`src/design/rail_strobe_defines.svh`:
```
// constants for the rail strobe assignment block: offsets, resets, fields, timing
// assumes inclusion by bare name from the block and the checker
`ifndef RAIL_STROBE_DEFINES_SVH
`define RAIL_STROBE_DEFINES_SVH

// register subaddresses
`define ADDR_BUCK4_BUCK3 8'h23
`define ADDR_BACKUP 8'h24
`define ADDR_SWITCH_REG 8'h25

// reset values
`define RST_BUCK4_BUCK3 8'h75
`define RST_BACKUP 8'h12
`define RST_SWITCH_REG 8'h63

// writable bits of the backup register, the rest read zero
`define BACKUP_WR_MASK 8'h33

// field positions
`define HI_FIELD 7:4
`define LO_FIELD 3:0
`define BACKUP_B_FIELD 5:4
`define BACKUP_A_FIELD 1:0

// strobe numbers and field encodings
`define STROBE_NONE 4'h0
`define STROBE_FIRST 4'h1
`define STROBE_MAIN_FIRST 4'h3
`define STROBE_MAIN_LAST 4'ha
`define BACKUP_AT_STROBE1 2'h1
`define BACKUP_AT_STROBE2 2'h2
`define GAP_COUNT 9
`define CNT_ONE 22'h000001

// rail positions in the enable vector
`define RAIL_BUCK3 0
`define RAIL_BUCK4 1
`define RAIL_SWITCH 2
`define RAIL_REGULATOR 3
`define RAIL_BACKUP_A 4
`define RAIL_BACKUP_B 5
`define RAIL_COUNT 6
`define MAIN_RAIL_COUNT 4
`define BACKUP_KEEP_MASK 6'h30

// timing
`define CLK_PERIOD_NS 20
`define NS_PER_MS 1000000
`define GAP_SHORT_MS 2
`define GAP_LONG_MS 5
`define DOWN_FACTOR 10

`endif

```
`src/design/rail_strobe_pkg.sv`:
```
// types shared by the rail strobe assignment block
// assumes nothing beyond the defines header
package rail_strobe_pkg;
    typedef enum {SEQ_IDLE, SEQ_STROBE, SEQ_WAIT} seq_state_t;
    typedef enum {DIR_UP, DIR_DOWN} seq_dir_t;
endpackage

```
`src/design/rail_strobe_assignment.sv`:
```
// rail strobe assignment registers with the power-up and power-down strobe walker
// assumes a serial front end giving subaddress read/write strobes on clk,
// and that seal, unlock, gap selects and requests come from logic on clk
`timescale 1ns/1ps
`include "rail_strobe_defines.svh"

module rail_strobe_assignment #(
    parameter int CNT_W = 22,
    parameter int GAP_SHORT_CYCLES = (`GAP_SHORT_MS * `NS_PER_MS) / `CLK_PERIOD_NS,
    parameter int GAP_LONG_CYCLES = (`GAP_LONG_MS * `NS_PER_MS) / `CLK_PERIOD_NS
) (
    // clock and reset
    input wire logic clk,
    input wire logic arst_n,
    // register access from the serial front end
    input wire logic [7:0] regAddr,
    input wire logic [7:0] regWrData,
    input wire logic regWrite,
    input wire logic regRead,
    output logic [7:0] regRdData,
    // links to the rest of the sequencer
    input wire logic unlocked,
    input wire logic freshness_seal_flag,
    input wire logic [`GAP_COUNT-1:0] gap_delay_select,
    input wire logic power_down_delay_factor,
    input wire logic powerUpReq,
    input wire logic powerDownReq,
    // rail enables and sequencer state
    output logic [`RAIL_COUNT-1:0] railEnable,
    output logic [3:0] activeStrobe,
    output logic seqBusy
);

    ////////////////////////////////////////////////////////////////////////////////
    // decoding

    // out-of-range codes simply never match, so no separate disable bit is kept
    function automatic logic mainRailHit(input logic [3:0] field, input logic [3:0] strobe);
        logic inRange;
        logic atStrobe;
        inRange = (field >= `STROBE_MAIN_FIRST) && (field <= `STROBE_MAIN_LAST);
        atStrobe = (field == strobe);
        mainRailHit = inRange && atStrobe;
    endfunction

    // backup codes 0h and 3h fall out here the same way
    function automatic logic backupRailHit(input logic [1:0] field, input logic [3:0] strobe);
        logic isCoded;
        logic atStrobe;
        isCoded = (field == `BACKUP_AT_STROBE1) || (field == `BACKUP_AT_STROBE2);
        atStrobe = ({2'h0, field} == strobe);
        backupRailHit = isCoded && atStrobe;
    endfunction

    function automatic logic gapIsLong(input logic [`GAP_COUNT-1:0] sel, input logic [3:0] idx);
        gapIsLong = 1'b0;
        for (int i = 0; i < `GAP_COUNT; i++) begin
            if (idx == 4'(i)) begin
                gapIsLong = sel[i];
            end
        end
    endfunction

    ////////////////////////////////////////////////////////////////////////////////
    // registers

    logic [7:0] buck4Buck3Sel;
    logic [7:0] backupSel;
    logic [7:0] switchRegSel;

    always_ff @(posedge clk or negedge arst_n) begin
        if (!arst_n) begin
            buck4Buck3Sel <= `RST_BUCK4_BUCK3;
            backupSel <= `RST_BACKUP;
            switchRegSel <= `RST_SWITCH_REG;
        end else if (regWrite && unlocked) begin
            case (regAddr)
                `ADDR_BUCK4_BUCK3: begin
                    buck4Buck3Sel <= regWrData;
                end
                `ADDR_BACKUP: begin
                    backupSel <= regWrData & `BACKUP_WR_MASK;
                end
                `ADDR_SWITCH_REG: begin
                    switchRegSel <= regWrData;
                end
                default: begin
                end
            endcase
        end
    end

    // reads answer one edge after the strobe; unmapped subaddresses read zero
    always_ff @(posedge clk or negedge arst_n) begin
        if (!arst_n) begin
            regRdData <= 8'h00;
        end else if (regRead) begin
            case (regAddr)
                `ADDR_BUCK4_BUCK3: begin
                    regRdData <= buck4Buck3Sel;
                end
                `ADDR_BACKUP: begin
                    regRdData <= backupSel;
                end
                `ADDR_SWITCH_REG: begin
                    regRdData <= switchRegSel;
                end
                default: begin
                    regRdData <= 8'h00;
                end
            endcase
        end
    end

    ////////////////////////////////////////////////////////////////////////////////
    // per-rail strobe match

    logic [3:0] mainField [`MAIN_RAIL_COUNT];
    logic [`RAIL_COUNT-1:0] railHit;
    logic [3:0] strobe;

    assign mainField[`RAIL_BUCK3] = buck4Buck3Sel[`LO_FIELD];
    assign mainField[`RAIL_BUCK4] = buck4Buck3Sel[`HI_FIELD];
    assign mainField[`RAIL_SWITCH] = switchRegSel[`HI_FIELD];
    assign mainField[`RAIL_REGULATOR] = switchRegSel[`LO_FIELD];

    generate
        for (genvar g = 0; g < `MAIN_RAIL_COUNT; g++) begin : mainHit
            assign railHit[g] = mainRailHit(mainField[g], strobe);
        end
    endgenerate

    assign railHit[`RAIL_BACKUP_A] = backupRailHit(backupSel[`BACKUP_A_FIELD], strobe);
    assign railHit[`RAIL_BACKUP_B] = backupRailHit(backupSel[`BACKUP_B_FIELD], strobe);

    ////////////////////////////////////////////////////////////////////////////////
    // strobe walker

    rail_strobe_pkg::seq_state_t state;
    rail_strobe_pkg::seq_dir_t dir;
    logic [CNT_W-1:0] delayCnt;
    logic [CNT_W-1:0] next_delay;
    logic [CNT_W-1:0] baseDelay;
    logic [3:0] gapIndex;
    logic [3:0] firstStrobe;
    logic lastStrobe;

    // a sealed device starts at strobe three, so strobes one and two never run
    always_comb begin
        if (freshness_seal_flag) begin
            firstStrobe = `STROBE_MAIN_FIRST;
        end else begin
            firstStrobe = `STROBE_FIRST;
        end
    end

    // a sealed power-down stops at strobe three for the same reason
    always_comb begin
        if (dir == rail_strobe_pkg::DIR_UP) begin
            lastStrobe = (strobe == `STROBE_MAIN_LAST);
        end else begin
            lastStrobe = (strobe <= firstStrobe);
        end
    end

    // the gap after strobe k uses select bit k-1 going up and select bit k-2 going down
    always_comb begin
        if (dir == rail_strobe_pkg::DIR_UP) begin
            gapIndex = strobe - 4'h1;
        end else begin
            gapIndex = strobe - 4'h2;
        end
        baseDelay = gapIsLong(gap_delay_select, gapIndex) ? CNT_W'(GAP_LONG_CYCLES)
            : CNT_W'(GAP_SHORT_CYCLES);
        next_delay = baseDelay;
        if ((dir == rail_strobe_pkg::DIR_DOWN) && power_down_delay_factor) begin
            next_delay = CNT_W'(baseDelay * `DOWN_FACTOR);
        end
    end

    // requests arriving while a sequence runs are dropped; the engine waits for idle
    always_ff @(posedge clk or negedge arst_n) begin
        if (!arst_n) begin
            state <= rail_strobe_pkg::SEQ_IDLE;
            strobe <= `STROBE_NONE;
        end else begin
            case (state)
                rail_strobe_pkg::SEQ_IDLE: begin
                    if (powerUpReq) begin
                        strobe <= firstStrobe;
                        state <= rail_strobe_pkg::SEQ_STROBE;
                    end else if (powerDownReq) begin
                        strobe <= `STROBE_MAIN_LAST;
                        state <= rail_strobe_pkg::SEQ_STROBE;
                    end
                end
                rail_strobe_pkg::SEQ_STROBE: begin
                    if (lastStrobe) begin
                        strobe <= `STROBE_NONE;
                        state <= rail_strobe_pkg::SEQ_IDLE;
                    end else begin
                        state <= rail_strobe_pkg::SEQ_WAIT;
                    end
                end
                rail_strobe_pkg::SEQ_WAIT: begin
                    if (delayCnt <= `CNT_ONE) begin
                        if (dir == rail_strobe_pkg::DIR_UP) begin
                            strobe <= strobe + 4'h1;
                        end else begin
                            strobe <= strobe - 4'h1;
                        end
                        state <= rail_strobe_pkg::SEQ_STROBE;
                    end
                end
                default: begin
                    strobe <= `STROBE_NONE;
                    state <= rail_strobe_pkg::SEQ_IDLE;
                end
            endcase
        end
    end

    // direction is latched with the request; power-up wins a tie
    always_ff @(posedge clk or negedge arst_n) begin
        if (!arst_n) begin
            dir <= rail_strobe_pkg::DIR_UP;
        end else if (state == rail_strobe_pkg::SEQ_IDLE) begin
            if (powerUpReq) begin
                dir <= rail_strobe_pkg::DIR_UP;
            end else if (powerDownReq) begin
                dir <= rail_strobe_pkg::DIR_DOWN;
            end
        end
    end

    // gap counter: loaded in the strobe cycle, so a gap of n means n wait cycles
    always_ff @(posedge clk or negedge arst_n) begin
        if (!arst_n) begin
            delayCnt <= '0;
        end else if ((state == rail_strobe_pkg::SEQ_STROBE) && !lastStrobe) begin
            delayCnt <= next_delay;
        end else if (state == rail_strobe_pkg::SEQ_WAIT) begin
            if (delayCnt <= `CNT_ONE) begin
                delayCnt <= '0;
            end else begin
                delayCnt <= delayCnt - `CNT_ONE;
            end
        end
    end

    ////////////////////////////////////////////////////////////////////////////////
    // rail enables

    logic [`RAIL_COUNT-1:0] offAllowed;

    // the seal check is made at the strobe itself, so a seal broken mid-sequence lets later strobes switch the backup rails off
    always_comb begin
        if (freshness_seal_flag) begin
            offAllowed = ~`BACKUP_KEEP_MASK;
        end else begin
            offAllowed = {`RAIL_COUNT{1'b1}};
        end
    end

    always_ff @(posedge clk or negedge arst_n) begin
        if (!arst_n) begin
            railEnable <= '0;
        end else if (state == rail_strobe_pkg::SEQ_STROBE) begin
            if (dir == rail_strobe_pkg::DIR_UP) begin
                railEnable <= railEnable | railHit;
            end else begin
                railEnable <= railEnable & ~(railHit & offAllowed);
            end
        end
    end

    ////////////////////////////////////////////////////////////////////////////////
    // status outputs

    // the shown strobe lines up with the rail enable change it caused
    always_ff @(posedge clk or negedge arst_n) begin
        if (!arst_n) begin
            activeStrobe <= `STROBE_NONE;
        end else begin
            activeStrobe <= (state == rail_strobe_pkg::SEQ_STROBE) ? strobe : `STROBE_NONE;
        end
    end

    // busy lags the walker by one cycle; the engine takes a new request once idle, while busy is still high
    always_ff @(posedge clk or negedge arst_n) begin
        if (!arst_n) begin
            seqBusy <= 1'b0;
        end else begin
            seqBusy <= (state != rail_strobe_pkg::SEQ_IDLE);
        end
    end

endmodule

```
`config.mk`:
```
export PLATFORM = sky130hd
export DESIGN_NAME = rail_strobe_assignment
export DESIGN_NICKNAME = d
export VERILOG_FILES = /design/src/design/rail_strobe_pkg.sv /design/src/design/rail_strobe_assignment.sv
export VERILOG_INCLUDE_DIRS = /design/src /design/src/design
export SDC_FILE = /design/constraint.sdc
export NUM_CORES = 1
export LEC_CHECK = 0
export BUFFER_PORTS_ARGS = -buffer_cell sky130_fd_sc_hd__buf_2
export CAP_MARGIN = 5
export CORE_MARGIN = 5
export CORE_UTILIZATION = 35
export DETAILED_ROUTE_END_ITERATION = 8
export SLEW_MARGIN = 10
export SYNTH_ARGS = -nofsm -noshare
export SYNTH_HDL_FRONTEND = slang
export SYNTH_SLANG_ARGS = --single-unit
```
`constraint.sdc`:
```
create_clock -name clk -period 2.9 [get_ports clk]
set_input_delay 0.145 -clock clk [delete_from_list [all_inputs] [get_ports clk]]
set_output_delay 0.145 -clock clk [all_outputs]
set_load 0.02 [all_outputs]
```
# Yosys cells after proc, flatten, opt, wreduce, memory -nomap -nowiden
# Index checks and enable logic that the tools add are counted.
dict set report op_classes {
  n_reduce_logical 29
  muxes 33
  multipliers 1
  n_eq_ne 30
  n_bitwise 4
  n_lt_le_gt_ge 10
  addsub 4
}
# cell count
set op_table {}
lappend op_table {{$mux W32} 4}
lappend op_table {{$eq A32 B2 Y1 const B} 3}
lappend op_table {{$logic_not A32 Y1} 3}
lappend op_table {{$pmux W32 S3} 1}
lappend op_table {{$mux W22} 4}
lappend op_table {{$eq A32 B1 Y1 const B} 1}
lappend op_table {{$eq A32 B3 Y1 const B} 1}
lappend op_table {{$reduce_bool A32 Y1} 1}
lappend op_table {{$mux W4} 7}
lappend op_table {{$eq A8 B6 Y1 const B} 3}
lappend op_table {{$pmux W8 S3} 1}
lappend op_table {{$le A22 B1 Y1 const B} 1}
lappend op_table {{$sub A22 B1 Y22 const B} 1}
lappend op_table {{$mul A18 B3 Y21 const B} 1}
lappend op_table {{$mux W18} 1}
lappend op_table {{$eq A4 B3 Y1 const B} 4}
lappend op_table {{$eq A4 B4 Y1} 4}
lappend op_table {{$ge A4 B2 Y1 const B} 4}
lappend op_table {{$le A4 B4 Y1 const B} 4}
lappend op_table {{$logic_and A1 B1 Y1} 13}
lappend op_table {{$and A6 B6 Y6} 2}
lappend op_table {{$mux W6} 2}
lappend op_table {{$pmux W4 S3} 1}
lappend op_table {{$mux W1} 10}
lappend op_table {{other kinds (21)} 34}
dict set report word_totals {
  out_inout_bits 19
  input_bits 34
  register_bits 129
  elab_cells 122
}

# Logic depth before layout (Yosys ltp)
dict set report depth {
  word_depth 16
  depth_mapped 12
  depth_no_buf 11
}

# Worst setup path before layout
# No wires, ideal clock.
dict set report synth_path {
  path_kind {register -> register}
  startpoint {reg strobe[1]}
  endpoint {reg delayCnt[14]}
  setup_slack_ns 0.150
  path_stages_with_launch 13
  required_time_ns 2.759
  arrival_time_ns 2.609
  synth_period_minus_slack_ns 2.750
  path_cell_list {dfrtp_1 > buf_2 > inv_1 > ha_1 > mux2i_1 > mux2i_1 > a21oi_1 > a21o_1 > a31o_2 > inv_1 > ha_1 > nor2_1 > a31oi_1}
}
dict set report synth_between {
  elab_chain_len 16
}
# item line
set synth_lines {}
lappend synth_lines {{from (decl)} rail_strobe_assignment.sv:120} ;# logic [3:0] strobe;
lappend synth_lines {{from (signal assigned)} rail_strobe_assignment.sv:185} ;# strobe <= `STROBE_NONE;
lappend synth_lines {{from (signal assigned)} rail_strobe_assignment.sv:190} ;# strobe <= firstStrobe;
lappend synth_lines {{from (signal assigned)} rail_strobe_assignment.sv:193} ;# strobe <= `STROBE_MAIN_LAST;
lappend synth_lines {{$sub A4 B2 Y4 / $sub A4 B1 Y4 (equally long branches)} {rail_strobe_assignment.sv:171, rail_strobe_assignment.sv:169}}
lappend synth_lines {{$mux W4} rail_strobe_assignment.sv:168} ;# if (dir == rail_strobe_pkg::DIR_UP) begin
lappend synth_lines {{$logic_not A4 Y1} rail_strobe_assignment.sv:58} ;# if (idx == 4'(i)) begin
lappend synth_lines {{$mux W1 (9 in series)} rail_strobe_assignment.sv:58}
lappend synth_lines {{$mux W18} rail_strobe_assignment.sv:173} ;# baseDelay = gapIsLong(gap_delay_select, gapIndex) ? CNT_W'(GAP_LONG_CYCLES)
lappend synth_lines {{$mul A18 B3 Y21 (no source line)} -}
lappend synth_lines {{$mux W22} rail_strobe_assignment.sv:176} ;# if ((dir == rail_strobe_pkg::DIR_DOWN) && power_down_delay_factor) begin
lappend synth_lines {{$mux W22} rail_strobe_assignment.sv:240} ;# end else if ((state == rail_strobe_pkg::SEQ_STROBE) && !lastStrobe) begin
lappend synth_lines {{to (signal assigned)} rail_strobe_assignment.sv:241} ;# delayCnt <= next_delay;
lappend synth_lines {{to (signal assigned)} rail_strobe_assignment.sv:246} ;# delayCnt <= delayCnt - `CNT_ONE;
lappend synth_lines {{to (decl)} rail_strobe_assignment.sv:141} ;# logic [CNT_W-1:0] delayCnt;
# Several ways; a longest one is shown, not always the timed one.
# A chain may end at the register's enable or synchronous reset.

# Worst setup path after layout
dict set report layout_path {
  startpoint {reg strobe[0]}
  endpoint {reg delayCnt[14]}
}
# Same word-level chain as after synthesis.

==> results.toml <==
[yosys]
ys_seq_elements = 68
syn_area_per_cell_um2 = 9.77
synth_cell_type_count = 55
synth_area_leaders = "sky130_fd_sc_hd__dfrtp_1 (37%), sky130_fd_sc_hd__dfstp_2 (7.4%), sky130_fd_sc_hd__mux2_2 (6.1%)"
synth-warning-count = 0
yosys.area_share.simple_pct = 17.8
synth_compound_area_share_pct = 17.5
synth-seq-area-share_pct = 44.1
synth_xor_area_share_pct = 3.60
yosys.area.top_type_share_pct = 36.7
synth_fa_ha_area_share_pct = 5.47
netlist_instances = 398
combinational_family_with_the_most_area_after_synthesis = "simple AND/OR/NAND/NOR gates"
synthesis.area_um2 = 3890
post_synth_mux_area_share_pct = 7.62
post-synth-top-area-cell = "sky130_fd_sc_hd__dfrtp_1"
synth.net_count = 449

[timing]
final_critical_path_setup_slack_ns = 0.226
grt_setup_unrepaired = "no"
holdWs_ns = 0.0379
worst-slew-pin-transition_ns = 0.759
skew_ns = 0.0113
fin_crit_sh_pct = 92.2
final_period_minus_worst_setup_slack_ns = 2.67
max_slew_margin_pct = 49.4
report.final.setup_viol = 0
timing.final.max_slew_violations = 0
maxClockFrequency_mhz = 374
setup_total_negative_slack_ns = 0
hold_violations = 0

[placement]
io_buffer_count = 52
routabilityCongestion = 0.828
dpl.hpwl_um = 7090
placement.cell_area_um2 = 4350
place_inst = 585
placement.setup.worst_slack_ns = 0.239

[power_and_ir_drop]
clock_power_share_pct = 19.6
sw_share_pct = 43.0
cellInternalPower_mw = 2.34
power.switching_mw = 1.77
cellPowerDensity_nw_per_um2 = 902
gate_power_share_pct = 46.3
power.ir.vdd_worst_mv = 0.544
p_leak_nw = 2.04
p_total_mw = 4.11
p_seq_share_pct = 34.1

[cts]
clock_tree.root_cell = "sky130_fd_sc_hd__clkbuf_8"
cts_tree = "built"
cts_max_level = 3
cts_num_sinks = 68
tritoncts.num_buffers = 9
cts.clk_slew.worst_paths_ns = 0.08
clock_latency_ns = 0.35
cts_resized = 0
max-clock-path-buffers = 2

[status]
run_status = "complete, no violations"

[cells_and_area]
instances_no_fill = 602
finalCoreUtilization_pct = 41.9
final_nets = 508
layout.cells.most_common_list = "sky130_fd_sc_hd__dfrtp_1 (57), sky130_fd_sc_hd__buf_2 (52), sky130_fd_sc_hd__o21ai_0 (37)"
n_antenna_cell = 0
drive_above_1_share_pct = 26.8
fill_cells = 1070
area_growth_syn_to_layout_pct = 17.2
finish.instance_area_um2 = 4560
most_common_library_cell_in_the_layout_ignoring_fill_and_taps = "sky130_fd_sc_hd__dfrtp_1"

[die]
core_um2 = 10900
starting_density_of_the_core_pct = 35.7
placementRows = 38
die_height_um = 115
die_area_um2 = 13300
die_width_um = 115
ioPinCount = 53

[grt]
top_usage_layer = "met2"
grt_antenna_before_repair = 0
first_pass_grt_wire_length_um = 16200
use_met1_pct = 21.4
global_route.overflow_total = 0
grt_util_overall_pct = 15.2
maximum_number_of_pins_on_one_net_before_global_route_repair = 39
globalRouteMet3Util_pct = 3.76
global_route.usage.met2_pct = 22.9
grt_pass1_vias = 3130

[setup_path]
worstPathBufferInverterCount = 2
cp_cell_sequence = "inv_1 -> ha_1 -> mux2i_1 -> mux2i_1 -> a21oi_1 -> a21o_1 -> a31o_2 -> inv_1 -> ha_1 -> nor2_1 -> a31oi_1"
path_class = "reg -> reg"
cpLargestDelayFamily = "multiplexers"
path_depth = 11
critPathCapture = "delayCnt[14]$_DFFE_PN0P_"
critical_path.reg2reg.endpoint = "delayCnt[14]$_DFFE_PN0P_"
arrival_ns = 2.91
timing.critical_path.from = "strobe[0]$_DFFE_PN0P_"
worst-endpoint-required_ns = 3.13
cp-start-kind = "flop"
worstReg2RegStart = "strobe[0]$_DFFE_PN0P_"
r2r.worst_path.cells = 11
worst_path_largest_cell_delay_ns = 0.45
setup.worst_path.end_class = "flop"
cp_max_fo = 6
crit_slowest_cell = "sky130_fd_sc_hd__mux2i_1"
reg2reg_setup_slack_ns = 0.23

[hold_path]
hold_path_class = "in -> reg"
holdCritStartpoint = "regWrData[3]"

[drt]
drcViolationCount = 0
drt-vias-per-instance = 5.43
wire_per_inst_um = 16.2
ant_nets = 0
drt-total-wl_um = 9770
detail_route.iter0.violations = 280
routed-via-count = 3269
pre_repair_dr_iteration_count = 5

[run]
drv.max_cap_violation_count = 0
cells by family (layout without fill, tap and decap cells):
| kind of cell | after synthesis | after routing |
|---|---|---|
| multiplexers | 27 | 27 |
| XOR/XNOR | 16 | 16 |
| adder cells (fa/ha/maj) | 17 | 17 |
| AND/OR/NAND/NOR | 126 | 126 |
| flip-flops | 68 | 68 |
| AO/OA/AOI/OAI | 107 | 107 |
| buffers and inverters | 37 | 101 |
worst min path at each step:
stage	slack (ns)	cells after the start	to
2_1_floorplan	-0.15	0	async pin
3_3_place_gp	0.25	1	dir[0]$_DFFE_PN0P_
3_5_place_dp	0.27	1	dir[0]$_DFFE_PN0P_
4_1_cts	0.02	2	buck4Buck3Sel[3]$_DFFE_PN0P_
5_1_grt	0.02	2	buck4Buck3Sel[3]$_DFFE_PN0P_
6_report	0.04	2	buck4Buck3Sel[3]$_DFFE_PN0P_
cell usage after synthesis (all sizes together):
cell type	instances
a211o	1
o31a	2
o21ai	40
or2	1
xnor2	7
a211oi	1
inv	20
ha	17
a21boi	1
a222oi	4
nand3b	2
a31oi	7
and3	8
o21a	1
buf	10
nand2	26
o221ai	3
nand3	14
mux2i	6
nand2b	3
dfrtp	57
dfstp	11
nor3b	1
o31ai	3
and2	1
nor4b	5
nor2	27
a21o	2
a32oi	1
o311ai	2
o32ai	1
a21oi	19
o22ai	9
o32a	1
nor2b	3
a31o	3
nor4	8
o211ai	2
nor3	18
a22oi	4
nand4	3
mux2	21
xor2	9
or3	6
clkbuf	7
timing repair:
item	in CTS	in global routing
hold endpoints to repair	30	0
setup buffers	0	0
hold buffers	1	0
sequential cells by signal (all words and copies together) (netlist names), named ones only:
| register | count |
|---|---|
| delayCnt | 22 |
| seqBusy | 1 |
| state | 2 |
| railEnable | 2 |
| buck4Buck3Sel | 8 |
| strobe | 4 |
| regRdData | 8 |
| dir | 1 |
| switchRegSel | 8 |
| backupSel | 4 |
| activeStrobe | 4 |
power groups by stage:
stage          Sequential [mW]  Clock (mW)  Combinational [mW]
2_1_floorplan             1.38           0                1.36
3_3_place_gp              1.41           0                1.85
3_5_place_dp              1.41           0                1.90
4_1_cts                   1.40       0.827                1.91
5_1_grt                   1.44       0.868                2.13
6_report                  1.40       0.805                1.91
final cells by class:
type / instances / area [µm²] / area share (%)
Clock inverter: 6 / 62.6 / 1.37
Sequential cell: 68 / 1720 / 37.6
Clock buffer: 10 / 138 / 3.02
Tap cell: 140 / 175 / 3.84
Multi-Input combinational cell: 293 / 2020 / 44.3
Inverter: 20 / 75.1 / 1.65
Timing Repair Buffer: 65 / 373 / 8.18
metal layers:
metal / part of all wire [%] / wire length, µm / up-vias
li1: - / - / 1578
met1: 47 / 4560 / 1575
met2: 46 / 4520 / 93
met3: 5.3 / 517 / 23
met4: 1.8 / 175 / 0
met5: 0 / 0 / -
worst reg2reg max path, cell delays in order (launching register included):
cell and delay, ns:
sky130_fd_sc_hd__dfrtp_1 0.35, sky130_fd_sc_hd__inv_1 0.06, sky130_fd_sc_hd__ha_1 0.31, sky130_fd_sc_hd__mux2i_1 0.45, sky130_fd_sc_hd__mux2i_1 0.24, sky130_fd_sc_hd__a21oi_1 0.08, sky130_fd_sc_hd__a21o_1 0.18, sky130_fd_sc_hd__a31o_2 0.27
sky130_fd_sc_hd__inv_1 0.13, sky130_fd_sc_hd__ha_1 0.27, sky130_fd_sc_hd__nor2_1 0.15, sky130_fd_sc_hd__a31oi_1 0.05
(Power assumes the default switching activity.)
